File: config.mk
export PLATFORM = sky130hd
export DESIGN_NAME = evflag_top
export DESIGN_NICKNAME = d
export VERILOG_FILES = /design/src/inc/evflag_pkg.sv /design/src/rtl/evflag_top.sv /design/src/rtl/evflag_trigger.sv
export SDC_FILE = /design/constraint.sdc
export NUM_CORES = 1
export LEC_CHECK = 0
export ABC_AREA = 1
export BUFFER_PORTS_ARGS = -buffer_cell sky130_fd_sc_hd__buf_2
export CAP_MARGIN = 20
export CORE_UTILIZATION = 48
export DETAILED_ROUTE_END_ITERATION = 8
export MAX_ROUTING_LAYER = met4
export PLACE_DENSITY = 0.76
export RECOVER_POWER = 50
export SLEW_MARGIN = 25
export SYNTH_ARGS = -nofsm -noshare
export SYNTH_HDL_FRONTEND = slang
export SYNTH_SLANG_ARGS = --single-unit
File: constraint.sdc
create_clock -name clk -period 1.06 [get_ports clk]
set_input_delay 0.159 -clock clk [delete_from_list [all_inputs] [get_ports clk]]
set_output_delay 0.159 -clock clk [all_outputs]
set_load 0.1 [all_outputs]
File: src/inc/evflag_pkg.sv
// Constants for the converter and transmitter event flag block.
// Assumes an 8-bit host register port with an 8-bit address.
package evflag_pkg;
	localparam logic [7:0] ADDR_GLOBAL_STATUS = 8'h02;
	localparam logic [7:0] ADDR_TX_CONTROL    = 8'h07;
	localparam logic [7:0] ADDR_EVENT_STATUS  = 8'h0a;
	localparam logic [7:0] ADDR_INT_MASK      = 8'h0b;
	localparam logic [7:0] ADDR_INT_MODE      = 8'h0c;
	localparam int         BIT_BUF_COPY       = 0;
	localparam int         BIT_SLIP           = 1;
	localparam int         BIT_READY          = 4;
	localparam int         BIT_RATIO          = 5;
	localparam int         BIT_SUMMARY        = 1;
	localparam int         BIT_BLOCK_SEL      = 0;
	localparam int         NUM_EVENTS         = 4;
	localparam logic [7:0] MASK_RESET         = 8'h00;
	localparam logic [7:0] MODE_RESET         = 8'h00;
	localparam logic [7:0] CONTROL_RESET      = 8'h00;
	localparam logic [7:0] MASK_USED          = 8'h33;
	typedef enum logic [1:0] {
		TRIG_RISE  = 2'h0,
		TRIG_FALL  = 2'h1,
		TRIG_LEVEL = 2'h2,
		TRIG_RSVD  = 2'h3
	} trig_mode_t;
endpackage

File: src/rtl/evflag_top.sv
// Event flags, masks and trigger modes for the converter and transmitter.
// Assumes synchronous event inputs and a one-cycle strobe register port.
//
// Functional notes
// - Buffer copy done sets flag if enabled
// - Both estimators fast phase done sets ready
// - Input rate above output sets ratio flag
// - Any flag drives interrupt low, summary set
// - Buffer copy mask defaults zero, masks
// - Slip mask defaults zero, masks
// - Ready and ratio masks default zero
// - Two-bit trigger mode per event
module evflag_top
	import evflag_pkg::*;
(
	input  wire logic       clk,
	input  wire logic       rst_n,
	input  wire logic [7:0] addr,
	input  wire logic [7:0] wdata,
	input  wire logic       wr,
	input  wire logic       rd,
	output logic      [7:0] rdata,
	input  wire logic       tx_buffer_enable,
	input  wire logic       tx_buffer_copy_done,
	input  wire logic       async_block_start,
	input  wire logic       sync_block_start,
	input  wire logic       in_rate_fast_done,
	input  wire logic       out_rate_fast_done,
	input  wire logic       in_rate_above_out,
	output logic            int_n,
	output logic            block_start_source_select
);
	logic [7:0]            mask_reg;
	logic [7:0]            mode_reg;
	logic [7:0]            control_reg;
	logic [NUM_EVENTS-1:0] flag_reg;
	logic [NUM_EVENTS-1:0] flag_next;
	logic [NUM_EVENTS-1:0] src;
	logic [NUM_EVENTS-1:0] hit;
	logic [NUM_EVENTS-1:0] enable;
	logic [NUM_EVENTS-1:0] set;
	logic [7:0]            status_view;
	logic [7:0]            rdata_next;
	logic                  clear;

	////////////////////////////////////////////////////////////////////////
	// Event sources and qualification
	always_comb begin
		src[0] = tx_buffer_copy_done;
		src[1] = control_reg[BIT_BLOCK_SEL] ? sync_block_start : async_block_start;
		src[2] = in_rate_fast_done & out_rate_fast_done;
		src[3] = in_rate_above_out;
		enable[0] = mask_reg[BIT_BUF_COPY] & tx_buffer_enable;
		enable[1] = mask_reg[BIT_SLIP];
		enable[2] = mask_reg[BIT_READY];
		enable[3] = mask_reg[BIT_RATIO];
	end

	genvar g;
	generate
		for (g = 0; g < NUM_EVENTS; g++) begin : gen_event
			evflag_trigger u_trig (
				.clk   (clk),
				.rst_n (rst_n),
				.mode  (mode_reg[2*g+1:2*g]),
				.src   (src[g]),
				.hit   (hit[g])
			);
			assign set[g] = hit[g] & enable[g];
		end
	endgenerate

	////////////////////////////////////////////////////////////////////////
	// Sticky flags, cleared by reading the event status, set wins
	assign clear = rd && (addr == ADDR_EVENT_STATUS);

	always_comb begin
		flag_next = clear ? '0 : flag_reg;
		flag_next = flag_next | set;
	end

	always_ff @(posedge clk) begin
		if (!rst_n) begin
			flag_reg <= '0;
		end else begin
			flag_reg <= flag_next;
		end
	end

	always_ff @(posedge clk) begin
		if (!rst_n) begin
			int_n <= 1'b1;
		end else begin
			int_n <= ~|flag_next;
		end
	end

	////////////////////////////////////////////////////////////////////////
	// Control registers
	always_ff @(posedge clk) begin
		if (!rst_n) begin
			mask_reg <= MASK_RESET;
		end else if (wr && addr == ADDR_INT_MASK) begin
			mask_reg <= wdata & MASK_USED;
		end
	end

	always_ff @(posedge clk) begin
		if (!rst_n) begin
			mode_reg <= MODE_RESET;
		end else if (wr && addr == ADDR_INT_MODE) begin
			mode_reg <= wdata;
		end
	end

	always_ff @(posedge clk) begin
		if (!rst_n) begin
			control_reg <= CONTROL_RESET;
		end else if (wr && addr == ADDR_TX_CONTROL) begin
			control_reg <= wdata;
		end
	end

	always_ff @(posedge clk) begin
		if (!rst_n) begin
			block_start_source_select <= 1'b0;
		end else if (wr && addr == ADDR_TX_CONTROL) begin
			block_start_source_select <= wdata[BIT_BLOCK_SEL];
		end
	end

	////////////////////////////////////////////////////////////////////////
	// Read path
	always_comb begin
		status_view = '0;
		status_view[BIT_BUF_COPY] = flag_reg[0];
		status_view[BIT_SLIP]     = flag_reg[1];
		status_view[BIT_READY]    = flag_reg[2];
		status_view[BIT_RATIO]    = flag_reg[3];
		rdata_next = '0;
		if (rd) begin
			unique case (addr)
				ADDR_EVENT_STATUS:  rdata_next = status_view;
				ADDR_INT_MASK:      rdata_next = mask_reg;
				ADDR_INT_MODE:      rdata_next = mode_reg;
				ADDR_TX_CONTROL:    rdata_next = control_reg;
				ADDR_GLOBAL_STATUS: rdata_next[BIT_SUMMARY] = |flag_reg;
				default:            rdata_next = '0;
			endcase
		end
	end

	always_ff @(posedge clk) begin
		if (!rst_n) begin
			rdata <= '0;
		end else begin
			rdata <= rdata_next;
		end
	end

	////////////////////////////////////////////////////////////////////////
	// Checks
	a_buf_copy_set: assert property (@(posedge clk) disable iff (!rst_n)
		mask_reg[BIT_BUF_COPY] && mode_reg[1:0] == 2'h2 && tx_buffer_copy_done
		&& tx_buffer_enable |=> flag_reg[0])
		else $error("buffer copy flag not set");
	a_buf_copy_gate: assert property (@(posedge clk) disable iff (!rst_n)
		!tx_buffer_enable && !flag_reg[0] && !clear |=> !flag_reg[0])
		else $error("buffer copy flag set while disabled");
	a_slip_select: assert property (@(posedge clk) disable iff (!rst_n)
		mask_reg[BIT_SLIP] && mode_reg[3:2] == 2'h2 && control_reg[BIT_BLOCK_SEL]
		&& sync_block_start |=> flag_reg[1])
		else $error("slip flag missed selected source");
	a_ready_both: assert property (@(posedge clk) disable iff (!rst_n)
		!(in_rate_fast_done && out_rate_fast_done) && !flag_reg[2]
		&& mode_reg[5:4] != 2'h1 |=> !flag_reg[2])
		else $error("ready flag set before both estimators");
	a_ratio_rise: assert property (@(posedge clk) disable iff (!rst_n)
		mask_reg[BIT_RATIO] && mode_reg[7:6] == 2'h0 && $rose(in_rate_above_out)
		|=> flag_reg[3])
		else $error("ratio flag missed rising edge");
	a_int_follow: assert property (@(posedge clk) disable iff (!rst_n)
		(|set) |=> !int_n)
		else $error("interrupt output not low after a set");
	a_mask_block: assert property (@(posedge clk) disable iff (!rst_n)
		!mask_reg[BIT_SLIP] && !flag_reg[1] |=> !flag_reg[1])
		else $error("masked slip flag was set");
	a_mask_layout: assert property (@(posedge clk) disable iff (!rst_n)
		rd && addr == ADDR_INT_MASK |=> rdata[7:6] == 2'h0 && rdata[3:2] == 2'h0)
		else $error("unused mask bits read nonzero");
	a_status_ro: assert property (@(posedge clk) disable iff (!rst_n)
		wr && addr == ADDR_EVENT_STATUS && set == '0 |=> flag_reg == $past(flag_reg))
		else $error("status register changed by write");
	a_mode_reserved: assert property (@(posedge clk) disable iff (!rst_n)
		mode_reg[5:4] == 2'h3 |-> !hit[2])
		else $error("reserved mode produced a trigger");
	a_copy_reserved: assert property (@(posedge clk) disable iff (!rst_n)
		mode_reg[1:0] == 2'h3 |-> !hit[0])
		else $error("reserved copy mode produced a trigger");
	a_mode_write: assert property (@(posedge clk) disable iff (!rst_n)
		wr && addr == ADDR_INT_MODE |=> mode_reg == $past(wdata))
		else $error("mode register write lost");
	a_ready_fall: assert property (@(posedge clk) disable iff (!rst_n)
		mask_reg[BIT_READY] && mode_reg[5:4] == 2'h1
		&& $fell(in_rate_fast_done && out_rate_fast_done) |=> flag_reg[2])
		else $error("ready flag missed falling edge");
	a_ratio_level: assert property (@(posedge clk) disable iff (!rst_n)
		mask_reg[BIT_RATIO] && mode_reg[7:6] == 2'h2 && in_rate_above_out |=> flag_reg[3])
		else $error("ratio flag missed level");
	a_int_idle: assert property (@(posedge clk) disable iff (!rst_n)
		flag_reg == '0 && set == '0 |=> int_n)
		else $error("interrupt low with no flag");
	a_summary_read: assert property (@(posedge clk) disable iff (!rst_n)
		rd && addr == ADDR_GLOBAL_STATUS && flag_reg != '0 |=> rdata[BIT_SUMMARY])
		else $error("summary bit clear with flags set");
	a_status_layout: assert property (@(posedge clk) disable iff (!rst_n)
		rd && addr == ADDR_EVENT_STATUS |=> rdata[7:6] == 2'h0 && rdata[3:2] == 2'h0)
		else $error("unused status bits read nonzero");
	a_mask_reset: assert property (@(posedge clk)
		!rst_n |=> mask_reg == MASK_RESET && mode_reg == MODE_RESET)
		else $error("mask or mode not cleared by reset");
endmodule

File: src/rtl/evflag_trigger.sv
// One event trigger detector: edge or level qualification of a source.
// Assumes the source is synchronous to clk.
module evflag_trigger
	import evflag_pkg::*;
(
	input  wire logic       clk,
	input  wire logic       rst_n,
	input  wire logic [1:0] mode,
	input  wire logic       src,
	output logic            hit
);
	logic prev_reg;

	always_ff @(posedge clk) begin
		if (!rst_n) begin
			prev_reg <= 1'b0;
		end else begin
			prev_reg <= src;
		end
	end

	always_comb begin
		unique case (trig_mode_t'(mode))
			TRIG_RISE:  hit = src & ~prev_reg;
			TRIG_FALL:  hit = ~src & prev_reg;
			TRIG_LEVEL: hit = src;
			TRIG_RSVD:  hit = 1'b0;
		endcase
	end
endmodule

==> summary.txt <==
Layout
  – # fillers: 269
  – Non-filler instance count after layout: 332
  – Layout cells sized above 1: 35.1%
  – Antenna cells: 0
  – Commonest non-fill, non-tap cell in the layout: nand2_1
  – Area growth syn-to-layout: 37.8%
  – Most frequent cells in the layout: 46 x nand2_1, 32 x nor2_1, 26 x dfxtp_1, 26 x buf_2, 22 x inv_1
  – Nets@finish: 315
  – Final core utilization: 72.3%
  – Design Area, Final: 2280 sq um

Placed design
  – Pre-CTS setup slack: -0.276 ns
  – Placed instance count: 322
  – HPWL Detailed: 3070 um
  – GP Congestion: 0.895
  – Placed Area: 2170 sq um
  – Port Buffer Count: 36

Timing
  – Final period demand of the worst path: 1.15 ns
  – Final hold violation count: 0
  – Max_slew headroom: 69.7%
  – Worst setup margin: -0.0864 ns
  – Clock Skew: 0.00450 ns
  – Slew Viols, Final: 0
  – F_max: 872 MHz
  – RSZ-0062 raised after global routing: true
  – Final setup vio count: 2
  – Tcrit/Tclk final: 108%
  – Hold Slack: 0.0298 ns
  – Worst-margin pin slew: 0.455 ns

Worst hold path
  – Hold Crit Depth: 3
  – Endpoint, Worst Hold: gen_event[3].u_trig.prev_reg$_SDFF_PN0_
  – HP Start: in_rate_above_out
  – Hold Path Class: input port to register

Yosys
  – Yosys cell types: 26
  – Cell type with the largest total area after synthesis: dfxtp_1
  – Flops & latches, synth: 37
  – Syn Nets: 261
  – Syn Area/Cell: 7.07 sq um
  – Largest cells by area after synthesis: dfxtp_1 45%, nand2_1 11%, nor2_1 7.5%, a21oi_1 6.3%, o21ai_0 6.0%
  – Synth Cell Area: 1660 sq um
  – Sequential area share after synthesis: 44.7%
  – YS warnings: 0
  – Synth Instances: 234
  – Yosys top cell area share: 44.7%

Power
  – VDD IR max: 0.965 mV
  – Pwr/cell area: 1050 nW/um^2
  – LEAKAGE: 0.957 nW

Floorplan
  – Die Wd: 60.7 um
  – Initial core utilization: 52.5%
  – Core footprint: 3150 sq um
  – Top-Level Pins: 37
  – Die area: 3690 sq um
  – Die height: 60.7 um
  – # rows: 20

CTS
  – CTS tree: done
  – CTS root buf: clkbuf_4
  – Clock sinks: 37
  – Clock slew at reported path FFs: 0.11 ns
  – Clk_lat worst skew: 0.34 ns
  – CTS Buf Count: 5
  – Clock Path Buffers: 2
  – Htree depth: 2

Critical path
  – Slowest cell on crit path: dfxtp_4
  – Worst R2R End: int_n$_SDFF_PN1_
  – WP data required: 0.90 ns
  – Slowest stage delay, CP: 0.38 ns
  – Setup crit end kind: output port
  – Largest delay share family, worst path: flip-flops
  – Worst Path Buf+Inv: 2
  – Critical-path maximum fanout: 4
  – Reg2reg setup slack: -0.02 ns
  – Crit. path cell count: 2
  – Worst setup SP type: register
  – Reg2Reg Depth: 10
  – Worst r2r src: control_reg[0]$_SDFFE_PN0P_
  – Critical path origin: control_reg[0]$_SDFFE_PN0P_
  – Setup CP Type: register to output port
  – Arrival time at the worst endpoint: 0.99 ns
  – Worst path cell trace: buf_6 > buf_12

Global route
  – Initial antenna violation count: 0
  – First-pass GRT wire length: 6490 um
  – Largest net degree at the start of global routing: 14
  – GR Overflow Total: 0
  – GRT Total Usage: 25.5%
  – Vias in the first global route: 1482

Status
  – Failing checks: setup timing
  – Outcome: finished with violations

Drt
  – Routed length per instance: 12.1 um
  – # DRC: 0
  – 1st-iter DRT viols: 58
  – DRT Pass-1 Iters: 4
  – Vias: 1666
  – Vias/cell: 5.02
  – Final ANT Viol Nets: 0
  – Routed WL: 4030 um

Job
  – Max-capacitance violation count: 0
==> kinds of logic (layout without fill, tap and decap cells) <==
family          count (synthesis)  count (layout)  synth area share, %
buf+inv                        38              92                 9.30
compound gates                 49              49                 15.6
simple gates                  110             110                 30.3
flops                          37              37                 44.7
==> metrics by stage <==
| step | TNS [ns] | total power, mW |
|---|---|---|
| global route | -0.267 | 2.47 |
| CTS | -0.119 | 2.40 |
| detailed placement | -6.13 | 1.65 |
| global placement | -5.19 | 1.64 |
| floorplan | -0.0947 | 1.54 |
| finish | -0.109 | 2.40 |
==> power by group <==
group | switching (mW) | internal, mW
registers | 0.00366 | 1.40
logic | 0.132 | 0.0862
clock network | 0.467 | 0.311
total | 0.603 | 1.79
==> per-layer routing <==
layer | global-route usage, % | routed length (um)
met1 | 28.0 | 1690
met2 | 43.6 | 2030
met3 | 5.97 | 256
met4 | 11.4 | 58
met5 | - | 0
==> synthesized netlist by cell type <==
cell / n
nand2_1: 50
dfxtp_1: 37
nor2_1: 33
inv_1: 26
a21oi_1: 21
o21ai_0: 20
nand3_1: 14
inv_2: 5
clkbuf_1: 3
nand2_2: 3
buf_2: 2
nand3_2: 2
nor2_4: 2
o211ai_1: 2
o21ai_1: 2
o22ai_1: 2
buf_6: 1
clkinv_2: 1
nand2_4: 1
nand4_1: 1
nor2_2: 1
nor2_8: 1
nor3_1: 1
nor3_2: 1
o21ai_2: 1
o21bai_1: 1
==> layout make-up <==
cell class	instances	area [sq um]	area share [%]
clock inverter	1	7.51	0.329
clock buffer	6	51.3	2.25
inverter	32	148	6.47
tap	44	55.1	2.41
sequential	37	757	33.2
timing repair buffer	53	458	20.1
multi-input combinational	159	805	35.3
==> how the worst max path moves through the flow <==
stage                           endpoint  slack [ns]
2_1_floorplan           int_n$_SDFF_PN1_       -0.08
3_3_place_gp    mask_reg[0]$_SDFFE_PN0P_       -0.26
3_5_place_dp    mask_reg[0]$_SDFFE_PN0P_       -0.28
4_1_cts        block_start_source_select       -0.10
5_1_grt        block_start_source_select       -0.12
6_report       block_start_source_select       -0.09
==> what timing repair did <==
action                     4_1_cts  5_1_grt
hold endpoints to repair         0        0
pin swaps                        1        3
hold buffers                     0        0
setup endpoints to repair        3       11
resized for setup                3       10
setup buffers                    1        2
cloned                           0        0
==> worst min-delay path, cell delays in order <==
cell and delay (ns):
buf_2 0.10, nand2_1 0.05, inv_1 0.04
Note: power is estimated with default switching activity, not from simulation.
